[config.mk]
export PLATFORM = sky130hd
export DESIGN_NAME = imb_level_ctrl
export DESIGN_NICKNAME = d
export VERILOG_FILES = /design/src/shared/imb_pkg.sv /design/src/design/imb_level_ctrl.sv
export SDC_FILE = /design/constraint.sdc
export NUM_CORES = 1
export LEC_CHECK = 0
export BUFFER_PORTS_ARGS = -buffer_cell sky130_fd_sc_hd__buf_2
export CORE_ASPECT_RATIO = 2
export CORE_MARGIN = 2
export CORE_UTILIZATION = 57
export DETAILED_ROUTE_END_ITERATION = 8
export GPL_ROUTABILITY_DRIVEN = 0
export PLACE_DENSITY = 0.79
export SYNTH_ARGS = -nofsm -noshare
export SYNTH_HDL_FRONTEND = slang
export SYNTH_SLANG_ARGS = --single-unit
[constraint.sdc]
create_clock -name CLK_SYS_IN -period 6.8 [get_ports CLK_SYS_IN]
set_input_delay 1.02 -clock CLK_SYS_IN [delete_from_list [all_inputs] [get_ports CLK_SYS_IN]]
set_output_delay 1.02 -clock CLK_SYS_IN [all_outputs]
set_load 0.02 [all_outputs]
[src/shared/imb_pkg.sv]
// Constants and types shared by the input mix/boost and level-control block.
// Assumes a 10 MHz system clock and 9-bit registers on a 32-bit bus.
package imb_pkg;
    // Register indices; the byte address is four times the index.
    localparam logic [5:0] IDX_POWER_TWO = 6'h02;
    localparam logic [5:0] IDX_GAIN_LIMITS = 6'h20;
    localparam logic [5:0] IDX_TARGET_HOLD = 6'h21;
    localparam logic [5:0] IDX_ATTACK_DECAY = 6'h22;
    localparam logic [5:0] IDX_LEFT_BOOST = 6'h2d;
    localparam logic [5:0] IDX_RIGHT_BOOST = 6'h2e;
    localparam logic [5:0] IDX_LEFT_LINE = 6'h2f;
    localparam logic [5:0] IDX_RIGHT_LINE = 6'h30;
    localparam logic [5:0] IDX_STAT_RIGHT = 6'h3e;
    localparam logic [5:0] IDX_STAT_LEFT = 6'h3f;
    // Reset values, in slot order of the configuration array.
    localparam logic [8:0] RST_POWER_TWO = 9'h000;
    localparam logic [8:0] RST_GAIN_LIMITS = 9'h038;
    localparam logic [8:0] RST_TARGET_HOLD = 9'h00b;
    localparam logic [8:0] RST_ATTACK_DECAY = 9'h032;
    localparam logic [8:0] RST_BOOST = 9'h000;
    localparam logic [8:0] RST_LINE = 9'h000;
    // Field positions.
    localparam int MIN_LSB = 0;
    localparam int MAX_LSB = 3;
    localparam int EN_LSB = 7;
    localparam int LVL_LSB = 0;
    localparam int HLD_LSB = 4;
    localparam int ATK_LSB = 0;
    localparam int DCY_LSB = 4;
    localparam int MODE_BIT = 8;
    localparam int UNMUTE_BIT = 6;
    localparam int BOOST_BIT = 8;
    localparam int LINE_LSB = 4;
    // Gain codes are 0.75 dB apart, code 0 is -12 dB.
    localparam logic [5:0] GAIN_RESET = 6'h10;
    localparam logic [15:0] PEAK_LIMIT = 16'h7000;
    localparam int PEAK_DECAY_SHIFT = 8;
    localparam logic [3:0] TIME_CODE_MAX = 4'ha;
    // Timing, in nanoseconds, and the derived cycle counts.
    localparam int CLK_NS = 100;
    localparam int ATK_NORM_NS = 125000;
    localparam int ATK_LIM_NS = 31250;
    localparam int DCY_NORM_NS = 500000;
    localparam int DCY_LIM_NS = 125000;
    localparam int HLD_BASE_NS = 2000000;
    localparam int ATK_NORM_CYC = (ATK_NORM_NS + CLK_NS - 1) / CLK_NS;
    localparam int ATK_LIM_CYC = (ATK_LIM_NS + CLK_NS - 1) / CLK_NS;
    localparam int DCY_NORM_CYC = (DCY_NORM_NS + CLK_NS - 1) / CLK_NS;
    localparam int DCY_LIM_CYC = (DCY_LIM_NS + CLK_NS - 1) / CLK_NS;
    localparam int HLD_BASE_CYC = (HLD_BASE_NS + CLK_NS - 1) / CLK_NS;
    localparam logic [1:0] RESP_OKAY = 2'h0;
    localparam logic [1:0] RESP_SLVERR = 2'h2;

    typedef struct packed {
        logic pga_boost;
        logic pga_mute;
        logic line_mute;
        logic [2:0] line_gain;
    } imb_mix_t;
endpackage

[src/design/imb_level_ctrl.sv]
// Input mix/boost controls and automatic level control for two channels.
// Assumes decimated ADC samples arrive on the system clock with a strobe.
`timescale 1ns/1ns
`default_nettype none
module imb_level_ctrl
    import imb_pkg::*;
#(
    parameter int ATK_NORM_BASE = ATK_NORM_CYC,
    parameter int ATK_LIM_BASE = ATK_LIM_CYC,
    parameter int DCY_NORM_BASE = DCY_NORM_CYC,
    parameter int DCY_LIM_BASE = DCY_LIM_CYC,
    parameter int HLD_BASE = HLD_BASE_CYC
) (
    // Clock and reset
    input wire logic CLK_SYS_IN,
    input wire logic ARST_N_IN,
    // AXI4-Lite write channels
    input wire logic [7:0] S_AXI_AWADDR_IN,
    input wire logic S_AXI_AWVALID_IN,
    output logic S_AXI_AWREADY_OUT,
    input wire logic [31:0] S_AXI_WDATA_IN,
    input wire logic [3:0] S_AXI_WSTRB_IN,
    input wire logic S_AXI_WVALID_IN,
    output logic S_AXI_WREADY_OUT,
    output logic [1:0] S_AXI_BRESP_OUT,
    output logic S_AXI_BVALID_OUT,
    input wire logic S_AXI_BREADY_IN,
    // AXI4-Lite read channels
    input wire logic [7:0] S_AXI_ARADDR_IN,
    input wire logic S_AXI_ARVALID_IN,
    output logic S_AXI_ARREADY_OUT,
    output logic [31:0] S_AXI_RDATA_OUT,
    output logic [1:0] S_AXI_RRESP_OUT,
    output logic S_AXI_RVALID_OUT,
    input wire logic S_AXI_RREADY_IN,
    // Decimated ADC samples
    input wire logic [23:0] ADC_LEFT_IN,
    input wire logic [23:0] ADC_RIGHT_IN,
    input wire logic ADC_VALID_IN,
    // Analog front-end controls
    output logic [8:0] POWER_CTRL_OUT,
    output imb_mix_t MIX_LEFT_OUT,
    output imb_mix_t MIX_RIGHT_OUT,
    output logic [5:0] PGA_GAIN_LEFT_OUT,
    output logic [5:0] PGA_GAIN_RIGHT_OUT
);
    // Slot 0 power, 1-3 level control, 4/5 boost L/R, 6/7 line L/R.
    function automatic logic [3:0] slot_of(input logic [7:0] addr);
        logic [5:0] idx;
        idx = addr[7:2];
        case (idx)
            IDX_POWER_TWO: slot_of = 4'h0;
            IDX_GAIN_LIMITS: slot_of = 4'h1;
            IDX_TARGET_HOLD: slot_of = 4'h2;
            IDX_ATTACK_DECAY: slot_of = 4'h3;
            IDX_LEFT_BOOST: slot_of = 4'h4;
            IDX_RIGHT_BOOST: slot_of = 4'h5;
            IDX_LEFT_LINE: slot_of = 4'h6;
            IDX_RIGHT_LINE: slot_of = 4'h7;
            IDX_STAT_RIGHT: slot_of = 4'h8;
            IDX_STAT_LEFT: slot_of = 4'h9;
            default: slot_of = 4'hf;
        endcase
    endfunction

    function automatic logic [15:0] abs16(input logic [23:0] s);
        logic [23:0] m;
        m = s[23] ? (~s + 24'h000001) : s;
        abs16 = (m[23:8] == 16'h8000) ? 16'hffff : m[23:8];
    endfunction

    function automatic logic [31:0] interval(input int base,
                                             input logic [3:0] code);
        logic [3:0] c;
        c = (code > TIME_CODE_MAX) ? TIME_CODE_MAX : code;
        interval = 32'(base) << c;
    endfunction

    // Target level in 1.5 dB steps from -22.5 dBFS, 16-bit magnitude.
    function automatic logic [15:0] target_mag(input logic [3:0] lvl);
        case (lvl)
            4'h0: target_mag = 16'h0999;
            4'h1: target_mag = 16'h0b68;
            4'h2: target_mag = 16'h0d8e;
            4'h3: target_mag = 16'h101d;
            4'h4: target_mag = 16'h1326;
            4'h5: target_mag = 16'h16c3;
            4'h6: target_mag = 16'h1b0d;
            4'h7: target_mag = 16'h2027;
            4'h8: target_mag = 16'h2635;
            4'h9: target_mag = 16'h2d6b;
            4'ha: target_mag = 16'h35fa;
            4'hb: target_mag = 16'h4027;
            4'hc: target_mag = 16'h4c3f;
            4'hd: target_mag = 16'h5a9d;
            default: target_mag = 16'h6bb3;
        endcase
    endfunction

    logic [8:0] cfg_q [8];
    logic bvalid_q;
    logic [1:0] bresp_q;
    logic rvalid_q;
    logic [1:0] rresp_q;
    logic [31:0] rdata_q;
    logic [5:0] gain_q [2];
    logic [2:0] stat [2];

    // Shared level-control settings, one set for both channels.
    wire [8:0] lim_reg = cfg_q[1];
    wire [8:0] tgt_reg = cfg_q[2];
    wire [8:0] ad_reg = cfg_q[3];
    wire [5:0] min_code = {lim_reg[MIN_LSB +: 3], 3'h0};
    wire [5:0] max_code = {lim_reg[MAX_LSB +: 3], 3'h7};
    wire [1:0] alc_en = lim_reg[EN_LSB +: 2];
    wire lim_mode = ad_reg[MODE_BIT];
    wire [15:0] tgt_mag = target_mag(tgt_reg[LVL_LSB +: 4]);
    // About 1.5 dB under target: t * (1 - 1/8 - 1/32).
    wire [15:0] low_mag = tgt_mag - (tgt_mag >> 3) - (tgt_mag >> 5);
    wire [3:0] hld_code = tgt_reg[HLD_LSB +: 4];
    wire [31:0] atk_cyc = interval(lim_mode ? ATK_LIM_BASE : ATK_NORM_BASE,
                                   ad_reg[ATK_LSB +: 4]);
    wire [31:0] dcy_cyc = interval(lim_mode ? DCY_LIM_BASE : DCY_NORM_BASE,
                                   ad_reg[DCY_LSB +: 4]);
    wire [31:0] emg_cyc = interval(ATK_LIM_BASE, 4'h0);
    wire [31:0] hld_cyc = (hld_code == 4'h0) ? 32'h0 :
                          interval(HLD_BASE, (hld_code > TIME_CODE_MAX ?
                                   TIME_CODE_MAX : hld_code) - 4'h1);
    wire [23:0] samp [2];
    assign samp[0] = ADC_RIGHT_IN;
    assign samp[1] = ADC_LEFT_IN;

    // Register bus. A write is taken when address and data are both valid,
    // which keeps one response in flight without a separate holding slot.
    wire [3:0] wslot = slot_of(S_AXI_AWADDR_IN);
    wire [3:0] rslot = slot_of(S_AXI_ARADDR_IN);
    wire wr_go = S_AXI_AWVALID_IN && S_AXI_WVALID_IN && !bvalid_q;
    wire wr_ok = wslot < 4'h8;
    wire rd_go = S_AXI_ARVALID_IN && !rvalid_q;
    wire [8:0] wmask = {S_AXI_WSTRB_IN[1], {8{S_AXI_WSTRB_IN[0]}}};
    wire [8:0] rd_word = (rslot < 4'h8) ? cfg_q[rslot[2:0]] :
                         (rslot == 4'h8) ? {stat[0], gain_q[0]} :
                         (rslot == 4'h9) ? {stat[1], gain_q[1]} : 9'h000;
    assign S_AXI_AWREADY_OUT = wr_go;
    assign S_AXI_WREADY_OUT = wr_go;
    assign S_AXI_BVALID_OUT = bvalid_q;
    assign S_AXI_BRESP_OUT = bresp_q;
    assign S_AXI_ARREADY_OUT = !rvalid_q;
    assign S_AXI_RVALID_OUT = rvalid_q;
    assign S_AXI_RRESP_OUT = rresp_q;
    assign S_AXI_RDATA_OUT = rdata_q;

    always_ff @(posedge CLK_SYS_IN or negedge ARST_N_IN) begin
        if (!ARST_N_IN) begin
            cfg_q[0] <= RST_POWER_TWO;
            cfg_q[1] <= RST_GAIN_LIMITS;
            cfg_q[2] <= RST_TARGET_HOLD;
            cfg_q[3] <= RST_ATTACK_DECAY;
            cfg_q[4] <= RST_BOOST;
            cfg_q[5] <= RST_BOOST;
            cfg_q[6] <= RST_LINE;
            cfg_q[7] <= RST_LINE;
        end else if (wr_go && wr_ok) begin
            cfg_q[wslot[2:0]] <= (cfg_q[wslot[2:0]] & ~wmask) |
                                 (S_AXI_WDATA_IN[8:0] & wmask);
        end
    end

    always_ff @(posedge CLK_SYS_IN or negedge ARST_N_IN) begin
        if (!ARST_N_IN) begin
            bvalid_q <= 1'b0;
            bresp_q <= RESP_OKAY;
            rvalid_q <= 1'b0;
            rresp_q <= RESP_OKAY;
            rdata_q <= 32'h0;
        end else begin
            if (wr_go) begin
                bvalid_q <= 1'b1;
                bresp_q <= wr_ok ? RESP_OKAY : RESP_SLVERR;
            end else if (S_AXI_BREADY_IN) begin
                bvalid_q <= 1'b0;
            end
            if (rd_go) begin
                rvalid_q <= 1'b1;
                rresp_q <= (rslot == 4'hf) ? RESP_SLVERR : RESP_OKAY;
                rdata_q <= {23'h0, rd_word};
            end else if (S_AXI_RREADY_IN) begin
                rvalid_q <= 1'b0;
            end
        end
    end

    // Mix/boost controls: slots 4/6 are left, 5/7 right.
    assign POWER_CTRL_OUT = cfg_q[0];
    assign MIX_LEFT_OUT.pga_boost = cfg_q[4][BOOST_BIT];
    assign MIX_LEFT_OUT.pga_mute = !cfg_q[4][UNMUTE_BIT];
    assign MIX_LEFT_OUT.line_gain = cfg_q[6][LINE_LSB +: 3];
    assign MIX_LEFT_OUT.line_mute = cfg_q[6][LINE_LSB +: 3] == 3'h0;
    assign MIX_RIGHT_OUT.pga_boost = cfg_q[5][BOOST_BIT];
    assign MIX_RIGHT_OUT.pga_mute = !cfg_q[5][UNMUTE_BIT];
    assign MIX_RIGHT_OUT.line_gain = cfg_q[7][LINE_LSB +: 3];
    assign MIX_RIGHT_OUT.line_mute = cfg_q[7][LINE_LSB +: 3] == 3'h0;
    assign PGA_GAIN_LEFT_OUT = gain_q[1];
    assign PGA_GAIN_RIGHT_OUT = gain_q[0];

    logic mode_dly_q;
    always_ff @(posedge CLK_SYS_IN or negedge ARST_N_IN) begin
        if (!ARST_N_IN) begin
            mode_dly_q <= 1'b0;
        end else begin
            mode_dly_q <= lim_mode;
        end
    end
    wire lim_rise = lim_mode && !mode_dly_q;
    localparam int EMG_WAIT = ATK_LIM_BASE;

    // Channel 0 is right and channel 1 left, matching the enable bits.
    for (genvar ch = 0; ch < 2; ch++) begin : g_ch
        logic [15:0] peak_q;
        logic [15:0] inst_q;
        logic atk_q;
        logic [5:0] cap_q;
        logic [31:0] hold_q;
        logic [31:0] step_q;
        wire en = alc_en[ch];
        wire [15:0] mag = abs16(samp[ch]);
        wire [15:0] decay = {8'h0, peak_q[15:PEAK_DECAY_SHIFT]} + 16'h1;
        wire [15:0] peak_d = (mag > peak_q) ? mag :
                             (peak_q > decay) ? peak_q - decay : 16'h0;
        wire emerg = en && inst_q > PEAK_LIMIT;
        wire below = peak_q <= low_mag;
        wire hold_ok = hold_q >= hld_cyc;
        wire dn = en && (emerg || atk_q);
        wire up = en && !dn && below && hold_ok;
        wire [5:0] upper = !lim_mode ? max_code :
                           lim_rise ? gain_q[ch] : cap_q;
        wire [31:0] ivl = emerg ? emg_cyc : (dn ? atk_cyc : dcy_cyc);
        wire step = (dn || up) && (step_q >= ivl - 32'h1);
        wire do_dn = step && dn && gain_q[ch] > min_code;
        wire do_up = step && up && gain_q[ch] < upper;
        assign stat[ch] = {hold_ok, emerg, atk_q};

        always_ff @(posedge CLK_SYS_IN or negedge ARST_N_IN) begin
            if (!ARST_N_IN) begin
                peak_q <= 16'h0;
                inst_q <= 16'h0;
            end else if (ADC_VALID_IN) begin
                peak_q <= peak_d;
                inst_q <= mag;
            end
        end

        // A sample over target sets attack even in the cycle it would end.
        always_ff @(posedge CLK_SYS_IN or negedge ARST_N_IN) begin
            if (!ARST_N_IN) begin
                atk_q <= 1'b0;
            end else if (en && inst_q > tgt_mag) begin
                atk_q <= 1'b1;
            end else if (below || !en) begin
                atk_q <= 1'b0;
            end
        end

        always_ff @(posedge CLK_SYS_IN or negedge ARST_N_IN) begin
            if (!ARST_N_IN) begin
                hold_q <= 32'h0;
                step_q <= 32'h0;
            end else begin
                hold_q <= (en && below && !dn) ?
                          (hold_ok ? hold_q : hold_q + 32'h1) : 32'h0;
                step_q <= (!(dn || up) || step) ? 32'h0 : step_q + 32'h1;
            end
        end

        // Disabled channels simply stop stepping and keep their gain.
        always_ff @(posedge CLK_SYS_IN or negedge ARST_N_IN) begin
            if (!ARST_N_IN) begin
                gain_q[ch] <= GAIN_RESET;
                cap_q <= GAIN_RESET;
            end else begin
                if (lim_rise) begin
                    cap_q <= gain_q[ch];
                end
                if (do_dn) begin
                    gain_q[ch] <= gain_q[ch] - 6'h1;
                end else if (do_up) begin
                    gain_q[ch] <= gain_q[ch] + 6'h1;
                end
            end
        end

    end
endmodule
`default_nettype wire

==> impl_metrics.py <==
metrics = {
    "sta": {
        "grt_setup_unrepaired": "true",
        "min_period_ps": 6520,
        "drv_slew": 0,
        "setup_viol": 0,
        "worstMarginPinSlew_ps": 1180,
        "finalWorstSetupSlack_ps": 281,
        "worst_hold_slack_ps": 382,
        "min_period_over_period": 0.959,
        "timing.fmax_mhz": 153,
        "hold_violations": 0,
        "finalSetupTns_ps": 0,
        "max_slew_margin": 0.211,
        "skew_ps": 23.4,
    },
    "cts": {
        "cts_tree": "yes",
        "insertion_delay_ps": 610,
        "cts_hold_buf": 0,
        "cts_root_buffer": "clkbuf_16",
        "cts.sinks": 304,
        "cts-htree-levels": 1,
        "cts_buffers": 30,
        "path_clk_slew_ps": 70,
        "clock_path_buffers": 3,
    },
    "worst_setup_path": {
        "slowest_stage": "or4_1",
        "crit_family": "compound AO/OA/AOI/OAI gates",
        "required_ps": 7340,
        "cp-start-kind": "flop",
        "reg2reg_from": "g_ch[0].inst_q[6]",
        "worstPathMaxFanout": 13,
        "path_buf_inv": 2,
        "cp.depth": 25,
        "endpoint_kind": "flop",
        "worstPathArrival_ps": 7050,
        "rr_worst_depth": 25,
        "slowest_delay_ps": 550,
        "crit_start": "g_ch[0].inst_q[6]",
        "ff2ff_setup_slack_ps": 280,
        "timing.rr.end": "PGA_GAIN_RIGHT_OUT[5]",
        "cp-endpoint": "PGA_GAIN_RIGHT_OUT[5]",
        "path_class": "flop to flop",
    },
    "final_layout": {
        "final_nets": 3617,
        "antenna_cells": 0,
        "finalNonFillerCells": 3795,
        "areaGrowthSynthToFinish_pct": 10.3,
        "drive_gt1_frac": 0.123,
        "largest_registers": "g_ch.hold_q x64, g_ch.step_q x64",
        "final_common_cell": "dfrtp_1",
        "final_cell_mix": "dfrtp_1 (291), nor2_1 (285), ha_1 (284), nand2_1 (264), o21ai_0 (199)",
    },
    "route": {
        "viasPerCell": 6.54,
        "drc": 3,
        "drtAntennaViolNets": 0,
        "drt_pass1_iterations": 9,
        "avgRoutedWirePerCell_um": 21.4,
        "drt_wl_total_um": 81200,
        "drtIter0Drc": 1815,
        "num_vias": 24800,
    },
    "hold_path": {
        "min_path_type": "input port to asynchronous set/reset pin",
    },
    "flow_run": {
        "cap_viol_max_count": 0,
    },
    "floorplanning": {
        "num_io_pins": 182,
        "fp.dieW_um": 156,
        "core-area_sq_mm": 0.0457,
        "rows": 111,
        "die_area_sq_mm": 0.0479,
        "initial_utilization": 0.575,
        "die_h_um": 308,
    },
    "power": {
        "finalPower_mw": 6.75,
        "peakVddDrop_mv": 0.330,
        "leakagePower_nw": 13.4,
        "p_per_area_mw_per_mm2": 233,
    },
    "global_routing": {
        "grt_first_pass_wirelength_um": 128000,
        "gr-usage-all-layers": 0.337,
        "grt_max_degree": 173,
        "grt_pass1_vias": 25500,
        "antenna_found_initial": 4,
        "gr-total-overflow": 0,
    },
    "placed_design": {
        "dp_cells": 3737,
        "pre_cts_ws_ps": 104,
        "dp.final_hpwl_um": 63100,
        "port_buffers": 127,
    },
    "logic_synthesis": {
        "ys_seq_area_frac": 0.290,
        "synth_area_sq_mm": 0.0263,
        "async_flop_share": 1.00,
        "yosysWarnings": 0,
        "syn_area_per_cell_sq_um": 8.51,
        "syn_inst": 3087,
        "synth_seq_cells": 304,
        "ys_types": 93,
        "synthFlopType": "dfrtp_1",
        "synth_edf_count": 0,
    },
    "status": {
        "violations": "design-rule violations",
        "status": "finished, violations left",
    },
}
## cell usage after synthesis, types with 36 or more instances
library cell	instances	area, sq um
xor2_1	104	911
nand2b_1	36	225
a21o_1	63	473
clkbuf_1	126	473
dfrtp_1	291	7280
o21ai_0	207	1040
buf_4	43	323
nor2b_1	37	231
ha_1	289	3620
xnor2_1	99	867
nand3_1	91	455
inv_1	155	582
and3_1	40	250
nor3_1	60	300
nand4_1	68	425
nor2_1	286	1070
mux2i_1	100	1000
nand2_1	265	995
a21oi_1	142	711
## worst min-delay path by stage
stage	to	cells past startpoint
5_1_grt	POWER_CTRL_OUT[8]	1
4_1_cts	tgt_reg[8]	1
3_3_place_gp	S_AXI_BRESP_OUT[1]	2
6_report	POWER_CTRL_OUT[8]	1
2_1_floorplan	g_ch[0].cap_q[0]	2
3_5_place_dp	g_ch[0].cap_q[2]	1
## per-layer routing
metal / part of all wire / global-route usage
met2: 0.51 / 0.608
met1: 0.31 / 0.310
met4: 0.11 / 0.306
met5: 0.00063 / 0
met3: 0.070 / 0.0729
## metrics by stage
step	utilization	cell area [sq um]
finish	0.634	29000
global route	0.634	29000
CTS	0.630	28800
detailed placement	0.607	27700
global placement	0.607	27700
floorplan	-	26500
## final cells by class
class / instances / area, sq um
Clock inverter: 17 / 248
Fill cell: 3748 / 16700
Clock buffer: 39 / 825
Multi-Input combinational cell: 2489 / 17600
Timing Repair Buffer: 223 / 1400
Tap cell: 565 / 707
Sequential cell: 304 / 7630
Inverter: 158 / 594
## report_power, final
part	switching [mW]	internal, mW
logic	1.58	1.11
registers	0.256	1.97
clock network	0.786	1.05
## cells by family (layout without fill, tap and decap cells)
kind of cell / Yosys count / in the layout / share of synthesized area
xor+xnor: 203 / 203 / 0.0677
other cells: 2 / 55 / 0.000286
flops: 304 / 304 / 0.290
mux: 135 / 135 / 0.0531
simple gates: 1047 / 1047 / 0.197
fa+ha+maj: 303 / 303 / 0.148
buf+inv: 347 / 437 / 0.0563
compound gates: 746 / 746 / 0.188
## timing repair
| action | in CTS | in global routing |
|---|---|---|
| gates resized for setup | 0 | 43 |
| setup buffers | 0 | 2 |
| endpoints found under the setup margin | 0 | 95 |
(Power assumes the default switching activity.)
